==> config.mk <==
export PLATFORM = sky130hd
export DESIGN_NAME = ipm_device_flat
export DESIGN_NICKNAME = d
export VERILOG_FILES = /design/src/verilog/ipm_pkg.sv /design/src/verilog/ipm_if.sv /design/src/verilog/ipm_device.sv /design/src/flat_wrapper.sv
export SDC_FILE = /design/constraint.sdc
export NUM_CORES = 1
export LEC_CHECK = 0
export BUFFER_PORTS_ARGS = -buffer_cell sky130_fd_sc_hd__buf_4
export CAP_MARGIN = 40
export CELL_PAD_IN_SITES_DETAIL_PLACEMENT = 2
export CELL_PAD_IN_SITES_GLOBAL_PLACEMENT = 2
export CORE_UTILIZATION = 29
export CTS_CLUSTER_SIZE = 24
export DETAILED_ROUTE_END_ITERATION = 16
export PLACE_DENSITY = 0.78
export SLEW_MARGIN = 20
export SYNTH_ARGS = -nofsm -noshare
export SYNTH_HDL_FRONTEND = slang
export SYNTH_SLANG_ARGS = --single-unit
==> constraint.sdc <==
create_clock -name pclk -period 1.3 [get_ports pclk]
set_input_delay 0.195 -clock pclk [delete_from_list [all_inputs] [get_ports pclk]]
set_output_delay 0.195 -clock pclk [all_outputs]
set_load 0.1 [all_outputs]
==> src/verilog/ipm_pkg.sv <==
package ipm_pkg;
   // Register offsets on the device's own register port
   localparam logic [7:0] GYRO_RATE_CONTROL_OFS    = 8'h10;
   localparam logic [7:0] GYRO_POWER_CONTROL_OFS   = 8'h12;
   localparam logic [7:0] ACCEL_RATE_CONTROL_OFS   = 8'h20;
   localparam logic [7:0] MAGNET_FIRST_CONTROL_OFS = 8'h20;
   localparam logic [7:0] MAGNET_MODE_CONTROL_OFS  = 8'h22;
   // Field positions
   localparam int RATE_LSB  = 5;
   localparam int LP_BIT    = 7;
   localparam int TCOMP_BIT = 7;
   localparam int MD_LSB    = 0;
   // Gyroscope rate codes
   localparam logic [2:0] RATE_OFF = 3'h0;
   localparam logic [2:0] RATE_14  = 3'h1;
   localparam logic [2:0] RATE_59  = 3'h2;
   localparam logic [2:0] RATE_119 = 3'h3;
   localparam logic [2:0] RATE_238 = 3'h4;
   localparam logic [2:0] RATE_476 = 3'h5;
   localparam logic [2:0] RATE_952 = 3'h6;
   localparam logic [2:0] RATE_RSV = 3'h7;
   // Magnetometer mode codes, overridable per part
   localparam logic [1:0] MAG_MD_CONT_DEF   = 2'h0;
   localparam logic [1:0] MAG_MD_SINGLE_DEF = 2'h1;
   localparam logic [1:0] MAG_MD_OFF_DEF    = 2'h3;
   // Controller APB register map
   localparam logic [7:0] HC_CMD_OFS    = 8'h00;
   localparam logic [7:0] HC_STATUS_OFS = 8'h04;
   localparam int HC_SEL_LSB  = 8;
   localparam int HC_ADDR_LSB = 16;
   localparam int HC_GO_BIT   = 31;

   typedef enum logic [2:0]
   {
      IPM_GPD = 3'b001,
      IPM_GLP = 3'b010,
      IPM_GNM = 3'b100
   } ipm_gyro_state_t;

   typedef enum logic [2:0]
   {
      IPM_MPD = 3'b001,
      IPM_MCC = 3'b010,
      IPM_MSC = 3'b100
   } ipm_mag_state_t;
endpackage : ipm_pkg

==> src/verilog/ipm_if.sv <==
`timescale 1ns/1ps
interface ipm_if;
   logic       wr_ag;
   logic       wr_m;
   logic [7:0] addr;
   logic [7:0] wdata;
   logic [7:0] rdata;

   modport dev
   (
      input  wr_ag, wr_m, addr, wdata,
      output rdata
   );
   modport host
   (
      output wr_ag, wr_m, addr, wdata,
      input  rdata
   );
endinterface : ipm_if

==> src/verilog/ipm_device.sv <==
`timescale 1ns/1ps
module ipm_device
#(
   parameter logic [1:0] MAG_MD_CONT   = ipm_pkg::MAG_MD_CONT_DEF,
   parameter logic [1:0] MAG_MD_SINGLE = ipm_pkg::MAG_MD_SINGLE_DEF,
   parameter logic [1:0] MAG_MD_OFF    = ipm_pkg::MAG_MD_OFF_DEF
)
(
   // Clock and reset
   input  wire logic               pclk,
   input  wire logic               presetn,
   input  wire logic               clk_en,
   // Register port
   ipm_if.dev                      bus,
   // Sensor samples, signed
   input  wire logic signed [15:0] gyro_raw,
   input  wire logic signed [15:0] mag_raw,
   input  wire logic signed [15:0] mag_tcorr,
   // Status
   output logic                    accel_on,
   output logic                    gyro_on,
   output ipm_pkg::ipm_gyro_state_t gyro_state,
   output ipm_pkg::ipm_mag_state_t  mag_state,
   output logic [2:0]              shared_rate,
   output logic signed [15:0]      gyro_out,
   output logic signed [15:0]      mag_out,
   input  wire logic               mag_conv_done
);
   import ipm_pkg::*;

   // Register file
   logic [7:0]      gyro_rate_q;
   logic [7:0]      gyro_power_q;
   logic [7:0]      accel_rate_q;
   logic [7:0]      mag_first_q;
   logic [7:0]      mag_mode_q;
   logic            gyro_act_q;
   logic            mag_bank_q;
   ipm_gyro_state_t gyro_state_d;
   ipm_mag_state_t  mag_state_d;

   // Rate field sits at one place in every rate register
   function automatic logic [2:0] ipm_rate_field(input logic [7:0] v);
      ipm_rate_field = v[RATE_LSB +: 3];
   endfunction : ipm_rate_field

   wire        wr_grate  = bus.wr_ag && bus.addr == GYRO_RATE_CONTROL_OFS;
   wire        wr_gpow   = bus.wr_ag && bus.addr == GYRO_POWER_CONTROL_OFS;
   wire        wr_arate  = bus.wr_ag && bus.addr == ACCEL_RATE_CONTROL_OFS;
   wire        wr_mfirst = bus.wr_m && bus.addr == MAGNET_FIRST_CONTROL_OFS;
   wire        wr_mmode  = bus.wr_m && bus.addr == MAGNET_MODE_CONTROL_OFS;
   // Reserved code is dropped whole, so the gyro keeps its state
   wire        grate_ok  = ipm_rate_field(bus.wdata) != RATE_RSV;
   wire        mag_end   = mag_conv_done && mag_state == IPM_MSC;
   wire [2:0]  grate     = ipm_rate_field(gyro_rate_q);
   wire [1:0]  md        = mag_mode_q[MD_LSB +: 2];
   wire [2:0]  arate     = ipm_rate_field(accel_rate_q);

   // Rates eligible for low-power
   function automatic logic ipm_low_rate(input logic [2:0] r);
      ipm_low_rate = (r == RATE_14) || (r == RATE_59) || (r == RATE_119);
   endfunction : ipm_low_rate

   // Gyro rate and the accel/gyro pairing
   always_ff @(posedge pclk or negedge presetn)
   begin
      if (!presetn)
      begin
         gyro_rate_q <= 8'h00;
         gyro_act_q  <= 1'b0;
      end
      else if (clk_en)
      begin
         if (wr_grate && grate_ok)
         begin
            gyro_rate_q <= bus.wdata;
            gyro_act_q  <= 1'b1;
         end
         else if (wr_arate)
         begin
            gyro_act_q  <= 1'b0;
         end
      end
   end

   // Accel rate and gyro power request
   always_ff @(posedge pclk or negedge presetn)
   begin
      if (!presetn)
      begin
         accel_rate_q <= 8'h00;
         gyro_power_q <= 8'h00;
      end
      else if (clk_en)
      begin
         if (wr_arate)
            accel_rate_q <= bus.wdata;
         if (wr_gpow)
            gyro_power_q <= bus.wdata;
      end
   end

   // Magnetometer bank; a host write beats the end of a single conversion
   always_ff @(posedge pclk or negedge presetn)
   begin
      if (!presetn)
      begin
         mag_first_q <= 8'h00;
         mag_mode_q  <= {6'h00, MAG_MD_OFF};
      end
      else if (clk_en)
      begin
         if (wr_mfirst)
            mag_first_q <= bus.wdata;
         if (wr_mmode)
            mag_mode_q <= bus.wdata;
         else if (mag_end)
            mag_mode_q[MD_LSB +: 2] <= MAG_MD_OFF;
      end
   end

   // Bank of the last write picks which register answers at the shared offset
   always_ff @(posedge pclk or negedge presetn)
   begin
      if (!presetn)
         mag_bank_q <= 1'b0;
      else if (clk_en && (bus.wr_ag || bus.wr_m))
         mag_bank_q <= bus.wr_m;
   end

   // Shared rate after a gyro rate write, even one to off; accel alone after an accel write
   assign gyro_on     = gyro_act_q && grate != RATE_OFF;
   assign shared_rate = gyro_act_q ? grate : arate;
   assign accel_on    = shared_rate != RATE_OFF;

   always_comb
   begin
      if (!gyro_on)
         gyro_state_d = IPM_GPD;
      else if (ipm_low_rate(grate) && gyro_power_q[LP_BIT])
         gyro_state_d = IPM_GLP;
      // Fast rates land here whatever the request bit says
      else
         gyro_state_d = IPM_GNM;
   end

   always_comb
   begin
      // Explicit compare: encoding is a parameter, 0 is not power-down
      if (md == MAG_MD_CONT)
         mag_state_d = IPM_MCC;
      else if (md == MAG_MD_SINGLE)
         mag_state_d = IPM_MSC;
      else
         mag_state_d = IPM_MPD;
   end

   always_ff @(posedge pclk or negedge presetn)
   begin
      if (!presetn)
      begin
         gyro_state <= IPM_GPD;
         mag_state  <= IPM_MPD;
         gyro_out   <= 16'sh0000;
         mag_out    <= 16'sh0000;
      end
      else if (clk_en)
      begin
         gyro_state <= gyro_state_d;
         mag_state  <= mag_state_d;
         // Samples pass signed; positive means counterclockwise
         gyro_out   <= gyro_on ? gyro_raw : 16'sh0000;
         case (mag_state)
            IPM_MCC, IPM_MSC:
               mag_out <= mag_first_q[TCOMP_BIT] ? mag_tcorr : mag_raw;
            default:
               mag_out <= mag_out;
         endcase
      end
   end

   // Readback
   always_comb
   begin
      bus.rdata = 8'h00;
      if (bus.addr == GYRO_RATE_CONTROL_OFS)
         bus.rdata = gyro_rate_q;
      else if (bus.addr == GYRO_POWER_CONTROL_OFS)
         bus.rdata = gyro_power_q;
      else if (bus.addr == MAGNET_MODE_CONTROL_OFS)
         bus.rdata = mag_mode_q;
      // Strobe lasts one cycle, so the bank comes from a register
      else if (bus.addr == ACCEL_RATE_CONTROL_OFS)
         bus.rdata = mag_bank_q ? mag_first_q : accel_rate_q;
   end
endmodule : ipm_device

==> src/flat_wrapper.sv <==
// flat-port wrapper written by rule: the top's interface ports become plain ports
module ipm_device_flat import ipm_pkg::*;
#(
   parameter logic [1:0] MAG_MD_CONT   = ipm_pkg::MAG_MD_CONT_DEF,
   parameter logic [1:0] MAG_MD_SINGLE = ipm_pkg::MAG_MD_SINGLE_DEF,
   parameter logic [1:0] MAG_MD_OFF    = ipm_pkg::MAG_MD_OFF_DEF
)
  (pclk, presetn, clk_en, gyro_raw, mag_raw, mag_tcorr, accel_on, gyro_on, gyro_state, mag_state, shared_rate, gyro_out, mag_out, mag_conv_done, bus_wr_ag, bus_wr_m, bus_addr, bus_wdata, bus_rdata);
  ipm_if bus_i ();
  input  wire logic pclk;
  input  wire logic presetn;
  input  wire logic clk_en;
  input  wire logic signed [15:0] gyro_raw;
  input  wire logic signed [15:0] mag_raw;
  input  wire logic signed [15:0] mag_tcorr;
  output logic accel_on;
  output logic gyro_on;
  output ipm_pkg::ipm_gyro_state_t gyro_state;
  output ipm_pkg::ipm_mag_state_t mag_state;
  output logic [2:0] shared_rate;
  output logic signed [15:0] gyro_out;
  output logic signed [15:0] mag_out;
  input  wire logic mag_conv_done;
  input wire logic [$bits(bus_i.wr_ag)-1:0] bus_wr_ag;
  input wire logic [$bits(bus_i.wr_m)-1:0] bus_wr_m;
  input wire logic [$bits(bus_i.addr)-1:0] bus_addr;
  input wire logic [$bits(bus_i.wdata)-1:0] bus_wdata;
  output wire logic [$bits(bus_i.rdata)-1:0] bus_rdata;
  assign bus_i.wr_ag = bus_wr_ag;
  assign bus_i.wr_m = bus_wr_m;
  assign bus_i.addr = bus_addr;
  assign bus_i.wdata = bus_wdata;
  assign bus_rdata = bus_i.rdata;
  ipm_device #(.MAG_MD_CONT(MAG_MD_CONT), .MAG_MD_SINGLE(MAG_MD_SINGLE), .MAG_MD_OFF(MAG_MD_OFF)) u_core (.pclk(pclk), .presetn(presetn), .clk_en(clk_en), .bus(bus_i), .gyro_raw(gyro_raw), .mag_raw(mag_raw), .mag_tcorr(mag_tcorr), .accel_on(accel_on), .gyro_on(gyro_on), .gyro_state(gyro_state), .mag_state(mag_state), .shared_rate(shared_rate), .gyro_out(gyro_out), .mag_out(mag_out), .mag_conv_done(mag_conv_done));
endmodule
# After elaboration in Yosys (flattened, before gate mapping)
# Cells that the tools add are included.
# totals
ff_bits	80
input_bits	70
wordCells	66
output_inout_bits	51
# classes
n_reduce_logical	27
muxes	16
eq_ne	11
# op_table
operator	count
$mux 8	5
$mux 16	2
$eq 8x5->1 const B	2
$eq 8x6->1 const B	2
$reduce_and 2->1	8
$mux 3	5
$logic_and 1x1->1	10
$eq 3x2->1 const B	3
$reduce_bool 3->1	2
$mux 2	2
$reduce_bool 2->1	2
$eq 3x1->1 const B	1
$eq 3x3->1 const B	1
$logic_or 1x1->1	3
$ne 3x3->1 const B	1
$eq 2x1->1 const B	1
$logic_not 2->1	1
$mux 1	2
$reduce_or 2->1	1

# Depth between registers and ports, before layout
# Gate-level depths: netlist (run 1).
# logic_depth
ltp_word	6
mapped_depth	6
depth_no_buf	4

# Worst setup path before layout (run 1)
# OpenSTA, ideal clock, no wires.
# synth_timing
path_type	register to output
start	reg u_core.mag_bank_q
end	out bus_rdata[2]
path_stages_with_launch	6
n_path_buf	1
slack_ns	-1.406
t_arrival_ns	2.511
required_ns	1.105
path_cell_list	dfrtp_1 > clkbuf_1 > mux2i_1 > o22ai_1 > a32oi_1 > a21oi_1
# synth_via
elab_chain_len	5
# synth_rtl
element	line	text
start: declaration	ipm_device.sv:38	logic mag_bank_q;
start signal: assignment	ipm_device.sv:128	mag_bank_q <= bus.wr_m;
$mux 8	ipm_device.sv:194	bus.rdata = mag_bank_q ? mag_first_q : accel_rate_q;
$mux 8	ipm_device.sv:193	else if (bus.addr == ACCEL_RATE_CONTROL_OFS)
$mux 8	ipm_device.sv:190	else if (bus.addr == MAGNET_MODE_CONTROL_OFS)
$mux 8	ipm_device.sv:188	else if (bus.addr == GYRO_POWER_CONTROL_OFS)
$mux 8	ipm_device.sv:186	if (bus.addr == GYRO_RATE_CONTROL_OFS)
end: declaration	flat_wrapper.sv:28	output wire logic [$bits(bus_i.rdata)-1:0] bus_rdata;
# Every way passes these cells.

# Worst setup path in the final report (run 1)
# layout_timing
start	reg u_core.mag_bank_q
end	out bus_rdata[3]
# Same word-level chain as after synthesis.

==> summary.txt, run 1 <==
Total routed wirelength - 15800 um
Netlist cell types - 39
Die X - 115 um
1st-pass router iterations - 4
Clk pin slew, worst setup/hold paths - 60 ps
Tightest Pin Transition - 429 ps
Total Neg Setup Slack - -10830 ps
Hold WC Path Type - in2reg
Crit path kind - reg2out
Fin nets - 564
Antenna diode count - 0
Final setup violation count - 62
Crit-path max FO - 6
Mapped cell area - 3710 sq um
Largest net degree at the start of global routing - 28
Number of fill cells - 1123
Clk_lat worst skew - 350 ps
CP peak stage delay - 480 ps
Final Max Tran Viols - 0
Initial antenna violation count - 0
Rows - 40
Fmax - 519 MHz
Input/output buffers - 120
DRT iter0 DRCs - 105
Fin crit share - 148%
Vias in the first global route - 3714
CTS Sinks - 80
Final antenna-violating net count - 0
Non-Filler Instances - 667
Fin. Hold Viols - 0
Mapped Cells - 310
Critical Path, Cell by Cell - buf_12 -> mux2i_4 -> o22ai_2 -> a22o_4 -> buf_12
CTS Buf Count - 9
Placed cell count - 628
Number of synthesized register bits - 80
GR Util All Layers - 22.1%
RSZ-0062 raised after global routing - true
Arrival time at the worst endpoint - 1730 ps
Setup ws final - -627 ps
Wire per inst - 23.7 um
Via density - 5.00
Status - finished, violations left
Post-layout util - 55.5%
Synthesis-to-layout area growth - 83.5%
Die Y - 115 um
Crit path required time - 1110 ps
Share of post-route cells with drive strength above 1 - 67.7%
CTS tree - built
Initial Util - 30.3%
Slowest-stage cell, CP - dfrtp_2
RD Place Congestion - 0.793
First-pass GRT wire length - 21300 um
Vias - 3334
Maximum vdd drop - 0.758 mV
H-Tree Depth - 3
HPWL after detailed placement - 9620 um
CP delay by family, top - flip-flops
Sequential Area - 2020 sq um
Power per Cell Area - 1640 nW/um^2
Fin Clk Skew - 7.87 ps
Mapped Avg Cell Area - 12.0 sq um
Failing checks - setup timing
Drt drc - 0
Multi-input logic area - 2370 sq um
Most common cell on crit path - buf_12
Post-synthesis sequential area ratio - 54.1%
Root Driver - clkbuf_16
Synth Net Count - 380
Maximum Capacitance Violations - 0
Min Tclk post-route - 1930 ps
GRT overflow - 0
Final hold slack - 105 ps
YS warnings - 0
Pleak - 3.05 nW
DIE AREA - 13200 sq um
CP endpoint kind - output pin
Max-Slew Margin vs Limit - 71.4%
Core Region - 12300 sq um
I/O pin count - 121
Worst setup SP type - flop
Longest Clk Path Bufs - 2
Number of buffers and inverters on the critical path - 2
## power by group
part | total, mW | internal, mW | switching, mW
logic | 5.34 | 1.74 | 3.60
clock network | 2.43 | 1.34 | 1.09
registers | 3.37 | 2.93 | 0.444
## worst paths after layout
check / startpoint / end / slack [ps] / cells past startpoint
worst max register to register: u_core.gyro_rate_q[6] / u_core.gyro_state[1] / -300 / 6
worst max-delay path: u_core.mag_bank_q / bus_rdata[3] / -630 / 5
worst min-delay path: bus_wdata[0] / u_core.mag_mode_q[0] / 110 / 3
max in group asynchronous: presetn / u_core.gyro_out[0] / 450 / 3
min in group asynchronous: presetn / u_core.gyro_rate_q[2] / 310 / 2
worst min register to register: u_core.gyro_out[11] / u_core.gyro_out[11] / 500 / 1
## registers in the layout, summed over array words and instances, names as in the netlist
name                 cells
u_core.accel_rate_q      8
u_core.gyro_out         16
u_core.gyro_power_q      8
u_core.mag_bank_q        1
u_core.mag_state         3
u_core.mag_mode_q        8
u_core.gyro_act_q        1
u_core.mag_first_q       8
u_core.gyro_rate_q       8
u_core.mag_out          16
u_core.gyro_state        3
## through the flow
step / area [sq um] / total power [mW] / setup WS, ps
floorplan: 4030 / 6.23 / -514
global placement: 5470 / 7.34 / -411
detailed placement: 5470 / 7.46 / -502
CTS: 6350 / 10.6 / -621
global route: 6810 / 11.5 / -679
finish: 6810 / 11.1 / -627
## cell type report
| type | count | share of cell area, % |
|---|---|---|
| clock inverters | 5 | 0.459 |
| flip-flops and latches | 80 | 29.6 |
| clock buffers | 11 | 3.56 |
| multi-input cells | 204 | 34.8 |
| inverters | 9 | 0.551 |
| well taps | 168 | 3.09 |
| repair buffers | 190 | 27.9 |
## kinds of logic (layout without fill, tap and decap cells)
group / Yosys count / count (layout) / share of synthesized area (%)
flip-flops: 80 / 80 / 54.1
AO/OA/AOI/OAI: 67 / 67 / 12.8
XOR/XNOR: 1 / 1 / 0.236
buffers and inverters: 27 / 215 / 3.34
AND/OR/NAND/NOR: 67 / 68 / 9.78
multiplexers: 68 / 68 / 19.8
## layer usage
| metal | GRT usage [%] | vias to the layer above | routed length (um) |
|---|---|---|---|
| met1 | 26.2 | 1735 | 6240 |
| met3 | 5.69 | 15 | 649 |
| met4 | 5.54 | 0 | 193 |
| li1 | - | 1491 | - |
| met2 | 39.8 | 93 | 8710 |
| met5 | 0 | - | 0 |
## worst register-to-register path, cell delays in order (launching register included)
cell and delay [ps]:
dfrtp_1 410, buf_6 140, o31ai_4 290, clkinvlp_4 210
buf_6 150, buf_6 100, a22o_1 180
## placed cells by master, fill, tap and decap left out, types with 3 or more instances in the layout
| cell type | count |
|---|---|
| buf_4 | 140 |
| dfrtp_1 | 72 |
| mux2_4 | 40 |
| nand2_1 | 25 |
| buf_12 | 24 |
| mux2i_1 | 23 |
| buf_6 | 20 |
| a21oi_2 | 17 |
| nor2_4 | 16 |
| o2bb2ai_4 | 11 |
| clkbuf_16 | 10 |
| inv_1 | 8 |
| a22oi_1 | 6 |
| o2bb2ai_2 | 6 |
| nor3_4 | 5 |
| o22ai_1 | 5 |
| a22o_4 | 5 |
| nor2_1 | 4 |
| buf_16 | 4 |
| dfstp_2 | 4 |
| o22ai_2 | 3 |
| a31oi_1 | 3 |
| clkinv_2 | 3 |
## synthesized netlist by cell type
| library cell | count | share of area [%] |
|---|---|---|
| a21oi_1 | 19 | 2.6 |
| a22o_1 | 7 | 1.7 |
| a22oi_1 | 6 | 1.2 |
| a31oi_1 | 3 | 0.51 |
| a32oi_1 | 2 | 0.47 |
| and2_1 | 1 | 0.17 |
| and2b_1 | 1 | 0.20 |
| and3_1 | 2 | 0.34 |
| buf_1 | 1 | 0.10 |
| buf_2 | 3 | 0.40 |
| buf_4 | 3 | 0.61 |
| buf_6 | 1 | 0.30 |
| clkbuf_1 | 10 | 1.0 |
| dfrtp_1 | 76 | 51 |
| dfstp_2 | 4 | 2.8 |
| inv_1 | 9 | 0.91 |
| mux2_1 | 2 | 0.61 |
| mux2_2 | 40 | 12 |
| mux2i_1 | 26 | 7.0 |
| nand2_1 | 25 | 2.5 |
| nand2b_1 | 2 | 0.34 |
| nand3_1 | 3 | 0.40 |
| nand3_4 | 1 | 0.47 |
| nand3b_1 | 1 | 0.20 |
| nor2_1 | 21 | 2.1 |
| nor2_2 | 1 | 0.17 |
| nor2b_1 | 1 | 0.17 |
| nor3_1 | 2 | 0.27 |
| nor3_2 | 1 | 0.27 |
| nor3_4 | 3 | 1.3 |
| nor4b_4 | 1 | 0.64 |
| o21ai_0 | 2 | 0.27 |
| o21bai_1 | 1 | 0.20 |
| o22ai_1 | 8 | 1.3 |
| o2bb2ai_1 | 17 | 4.0 |
| o31ai_1 | 1 | 0.20 |
| o31ai_2 | 1 | 0.34 |
| or3_1 | 1 | 0.17 |
| xnor2_1 | 1 | 0.24 |
## what timing repair did
| item | 4_1_cts | 5_1_grt |
|---|---|---|
| resized for setup | 97 | 75 |
| pin swaps | 16 | 13 |
| hold buffers | 1 | 0 |
| buffers inserted | 12 | 8 |
| endpoints found under the hold margin | 20 | 0 |
| cloned | 5 | 1 |
| endpoints found under the setup margin | 54 | 74 |
No activity file was read; power rests on OpenSTA's default activity.
==> inputs of run 2 (changes only) <==
--- a/config.mk
+++ b/config.mk
@@ -5,14 +5,15 @@
 export SDC_FILE = /design/constraint.sdc
 export NUM_CORES = 1
 export LEC_CHECK = 0
+export ABC_AREA = 1
 export BUFFER_PORTS_ARGS = -buffer_cell sky130_fd_sc_hd__buf_4
 export CAP_MARGIN = 40
 export CELL_PAD_IN_SITES_DETAIL_PLACEMENT = 2
 export CELL_PAD_IN_SITES_GLOBAL_PLACEMENT = 2
-export CORE_UTILIZATION = 29
+export CORE_UTILIZATION = 26
 export CTS_CLUSTER_SIZE = 24
 export DETAILED_ROUTE_END_ITERATION = 16
-export PLACE_DENSITY = 0.78
+export PLACE_DENSITY = 0.77
 export SLEW_MARGIN = 20
 export SYNTH_ARGS = -nofsm -noshare
 export SYNTH_HDL_FRONTEND = slang
==> run 2 against run 1 <==
  * The flow still finishes with violations (setup timing)
  * Setup slack better by 100 ps
  * Maximum frequency is 5.7% higher
  * Area after synthesis is 3.4% higher
  * Clock skew is 1.7 ps lower
  * Routed wire length is 3.8% lower
  * Critical path type unchanged
  * Global-route usage is 1.9 points lower
  * Register-to-register slack better by 180 ps
  * Cell count is 19% higher
  * Non-clock buffer count is 23 lower
  * Highest routed layer unchanged
  * Clock power is 22% higher
  * First-iteration DRC count is 15% higher
  * Sequential share of layout area is 1.7 points higher
==> summary.txt, run 2 <==
Most frequent cells in the layout - 127 x buf_4, 117 x nand2_1, 72 x dfrtp_1, 30 x nand3_1, 28 x o21ai_2
Fin. Hold Viols - 0
Failing checks - setup timing
Final antenna-violating net count - 0
Synth Flop Type - dfrtp_1
Synth Net Count - 515
Most frequent cells after synthesis - 158 x nand2_1, 76 x dfrtp_1, 53 x o21ai_0, 38 x nand3_1, 25 x inv_1
Finished Cell Area - 6450 sq um
Max-Slew Margin vs Limit - 78.4%
Post-synthesis sequential area ratio - 52.3%
I/O pin count - 121
Post-synth top area cell - dfrtp_1
Total routed wirelength - 15200 um
Non-Filler Instances - 796
CP endpoint kind - output pin
Share of the synthesized area in the top cell type - 49.6%
Sequential share of power - 30.3%
Root Driver - clkbuf_16
CP delay by family, top - flip-flops
Netlist cell types - 26
Worst hold path endpoint - u_core.gyro_out[1]
Crit path kind - reg2out
Setup ws final - -523 ps
Number of buffers and inverters on the critical path - 1
Comb power frac - 42.6%
Die X - 123 um
CP peak stage delay - 530 ps
Clk_lat worst skew - 340 ps
Initial antenna violation count - 0
Switching Fraction - 43.2%
Fmax - 549 MHz
GRT overflow - 0
Reg2reg setup slack - -120 ps
Asr flop ratio synth - 100%
P_int - 6.23 mW
Maximum vdd drop - 0.978 mV
Reg2Reg Depth - 8
CTS Sinks - 80
Power per Cell Area - 1700 nW/um^2
First-pass GRT wire length - 23000 um
Pleak - 3.25 nW
Share of post-route cells with drive strength above 1 - 49.7%
Status - finished, violations left
Top cells by area, synth - dfrtp_1 50%, nand2_1 15%, o21ai_0 6.9%
Maximum Capacitance Violations - 0
H-Tree Depth - 3
Fin crit share - 140%
RSZ-0062 raised after global routing - true
Min Tclk post-route - 1820 ps
FF-to-FF End - u_core.gyro_out[4]
Net Sw Power - 4.73 mW
DRT iter0 DRCs - 121
Final hold slack - 52.4 ps
Die Y - 123 um
GR Util All Layers - 20.2%
Vias in the first global route - 4209
Fin Clk Skew - 6.13 ps
DIE AREA - 15200 sq um
Wire per inst - 19.1 um
YS warnings - 0
Synthesis-to-layout area growth - 68.2%
Biggest regs - u_core.gyro_out (16), u_core.mag_out (16)
HPWL after detailed placement - 9780 um
CTS Buf Count - 9
Vias - 3855
Antenna diode count - 0
Slowest-stage cell, CP - dfrtp_2
Placed cell count - 763
Largest net degree at the start of global routing - 47
Hold WC Path Type - in2reg
Clock power frac - 27.1%
Input/output buffers - 120
Crit path required time - 1110 ps
Clk pin slew, worst setup/hold paths - 70 ps
1st-pass router iterations - 4
Mapped Avg Cell Area - 8.62 sq um
RR Startpoint - u_core.gyro_act_q
Arrival time at the worst endpoint - 1630 ps
Initial Util - 26.5%
Count leader, synth - nand2_1
Most common cell after layout, fill and taps aside - buf_4
Final setup violation count - 49
WHS Path Cells - 3
Mapped cell area - 3840 sq um
Power Total - 11.0 mW
Post-layout util - 44.6%
HP Start - gyro_raw[1]
Rows - 44
RD Place Congestion - 0.795
Crit path from - u_core.gyro_act_q
CTS tree - built
Critical Path, Cell by Cell - nand2_4 -> o21ai_4 -> or3_4 -> buf_12
Number of synthesized flops with an enable pin - 0
Tightest Pin Transition - 323 ps
Number of synthesized register bits - 80
Longest Clk Path Bufs - 2
Core Region - 14500 sq um
Via density - 4.84
Fin nets - 677
Worst setup SP type - flop
Drt drc - 0
Crit-path max FO - 7
Area after DPL - 5360 sq um
Final Max Tran Viols - 0
Mapped Cells - 445
run 2: logic make-up (layout without fill, tap and decap cells):
group           count (synthesis)  count (layout)  share of synthesized area (%)
flops                          80              80                           52.3
simple gates                  229             229                           27.8
mux                            16              16                           4.17
compound gates                 71              71                           9.92
buf+inv                        49             216                           5.84
run 2: how the worst max path moves through the flow:
| stage | endpoint | slack, ps | cells after the start |
|---|---|---|---|
| final | accel_on | -520 | 4 |
| after global routing | accel_on | -570 | 4 |
| after CTS | accel_on | -520 | 4 |
| after detailed placement | bus_rdata[5] | -200 | 7 |
| after global placement | accel_on | -160 | 4 |
| after floorplan | bus_rdata[5] | -540 | 5 |
run 2: timing repair:
item | CTS | global route
gates cloned | 6 | 0
hold buffers | 1 | 0
pin swaps | 20 | 5
gates resized for setup | 113 | 51
endpoints found under the setup margin | 47 | 52
buffers inserted | 9 | 5
hold endpoints to repair | 51 | 0
run 2: cell type report:
cell class                      instances  area, sq um
Fill cell                            1545         8030
Multi-Input combinational cell        316         2070
Sequential cell                        80         2020
Timing Repair Buffer                  167         1600
Tap cell                              184          230
Clock buffer                            9          225
Inverter                               30          156
Clock inverter                          7          120
Timing Repair inverter                  3         31.3
run 2: worst register-to-register path: stages (launching register included):
cell	delay, ps
dfrtp_2	560
nand2_4	110
buf_6	140
buf_6	110
nand3_4	90
nand2_8	120
inv_8	100
nand2_1	60
nand2_1	60
run 2: per-layer routing:
metal	GRT usage [%]	wire, um
met1	24.7	6180
met2	35.9	7970
met3	3.83	810
met4	5.65	221
met5	0	0
run 2: through the flow:
step | setup slack (ps) | setup TNS [ps]
after floorplan | -540 | -8960
after global placement | -161 | -3950
after detailed placement | -203 | -6750
after CTS | -522 | -8180
after global routing | -570 | -10370
final | -523 | -7950
run 2: power by group through the flow:
stage,clock network (mW),logic [mW],registers [mW]
after floorplan,0,0.719,5.15
after global placement,0,3.66,3.17
after detailed placement,0,3.74,3.20
after CTS,3.07,4.53,3.25
after global routing,3.12,4.90,3.37
final,2.97,4.67,3.32
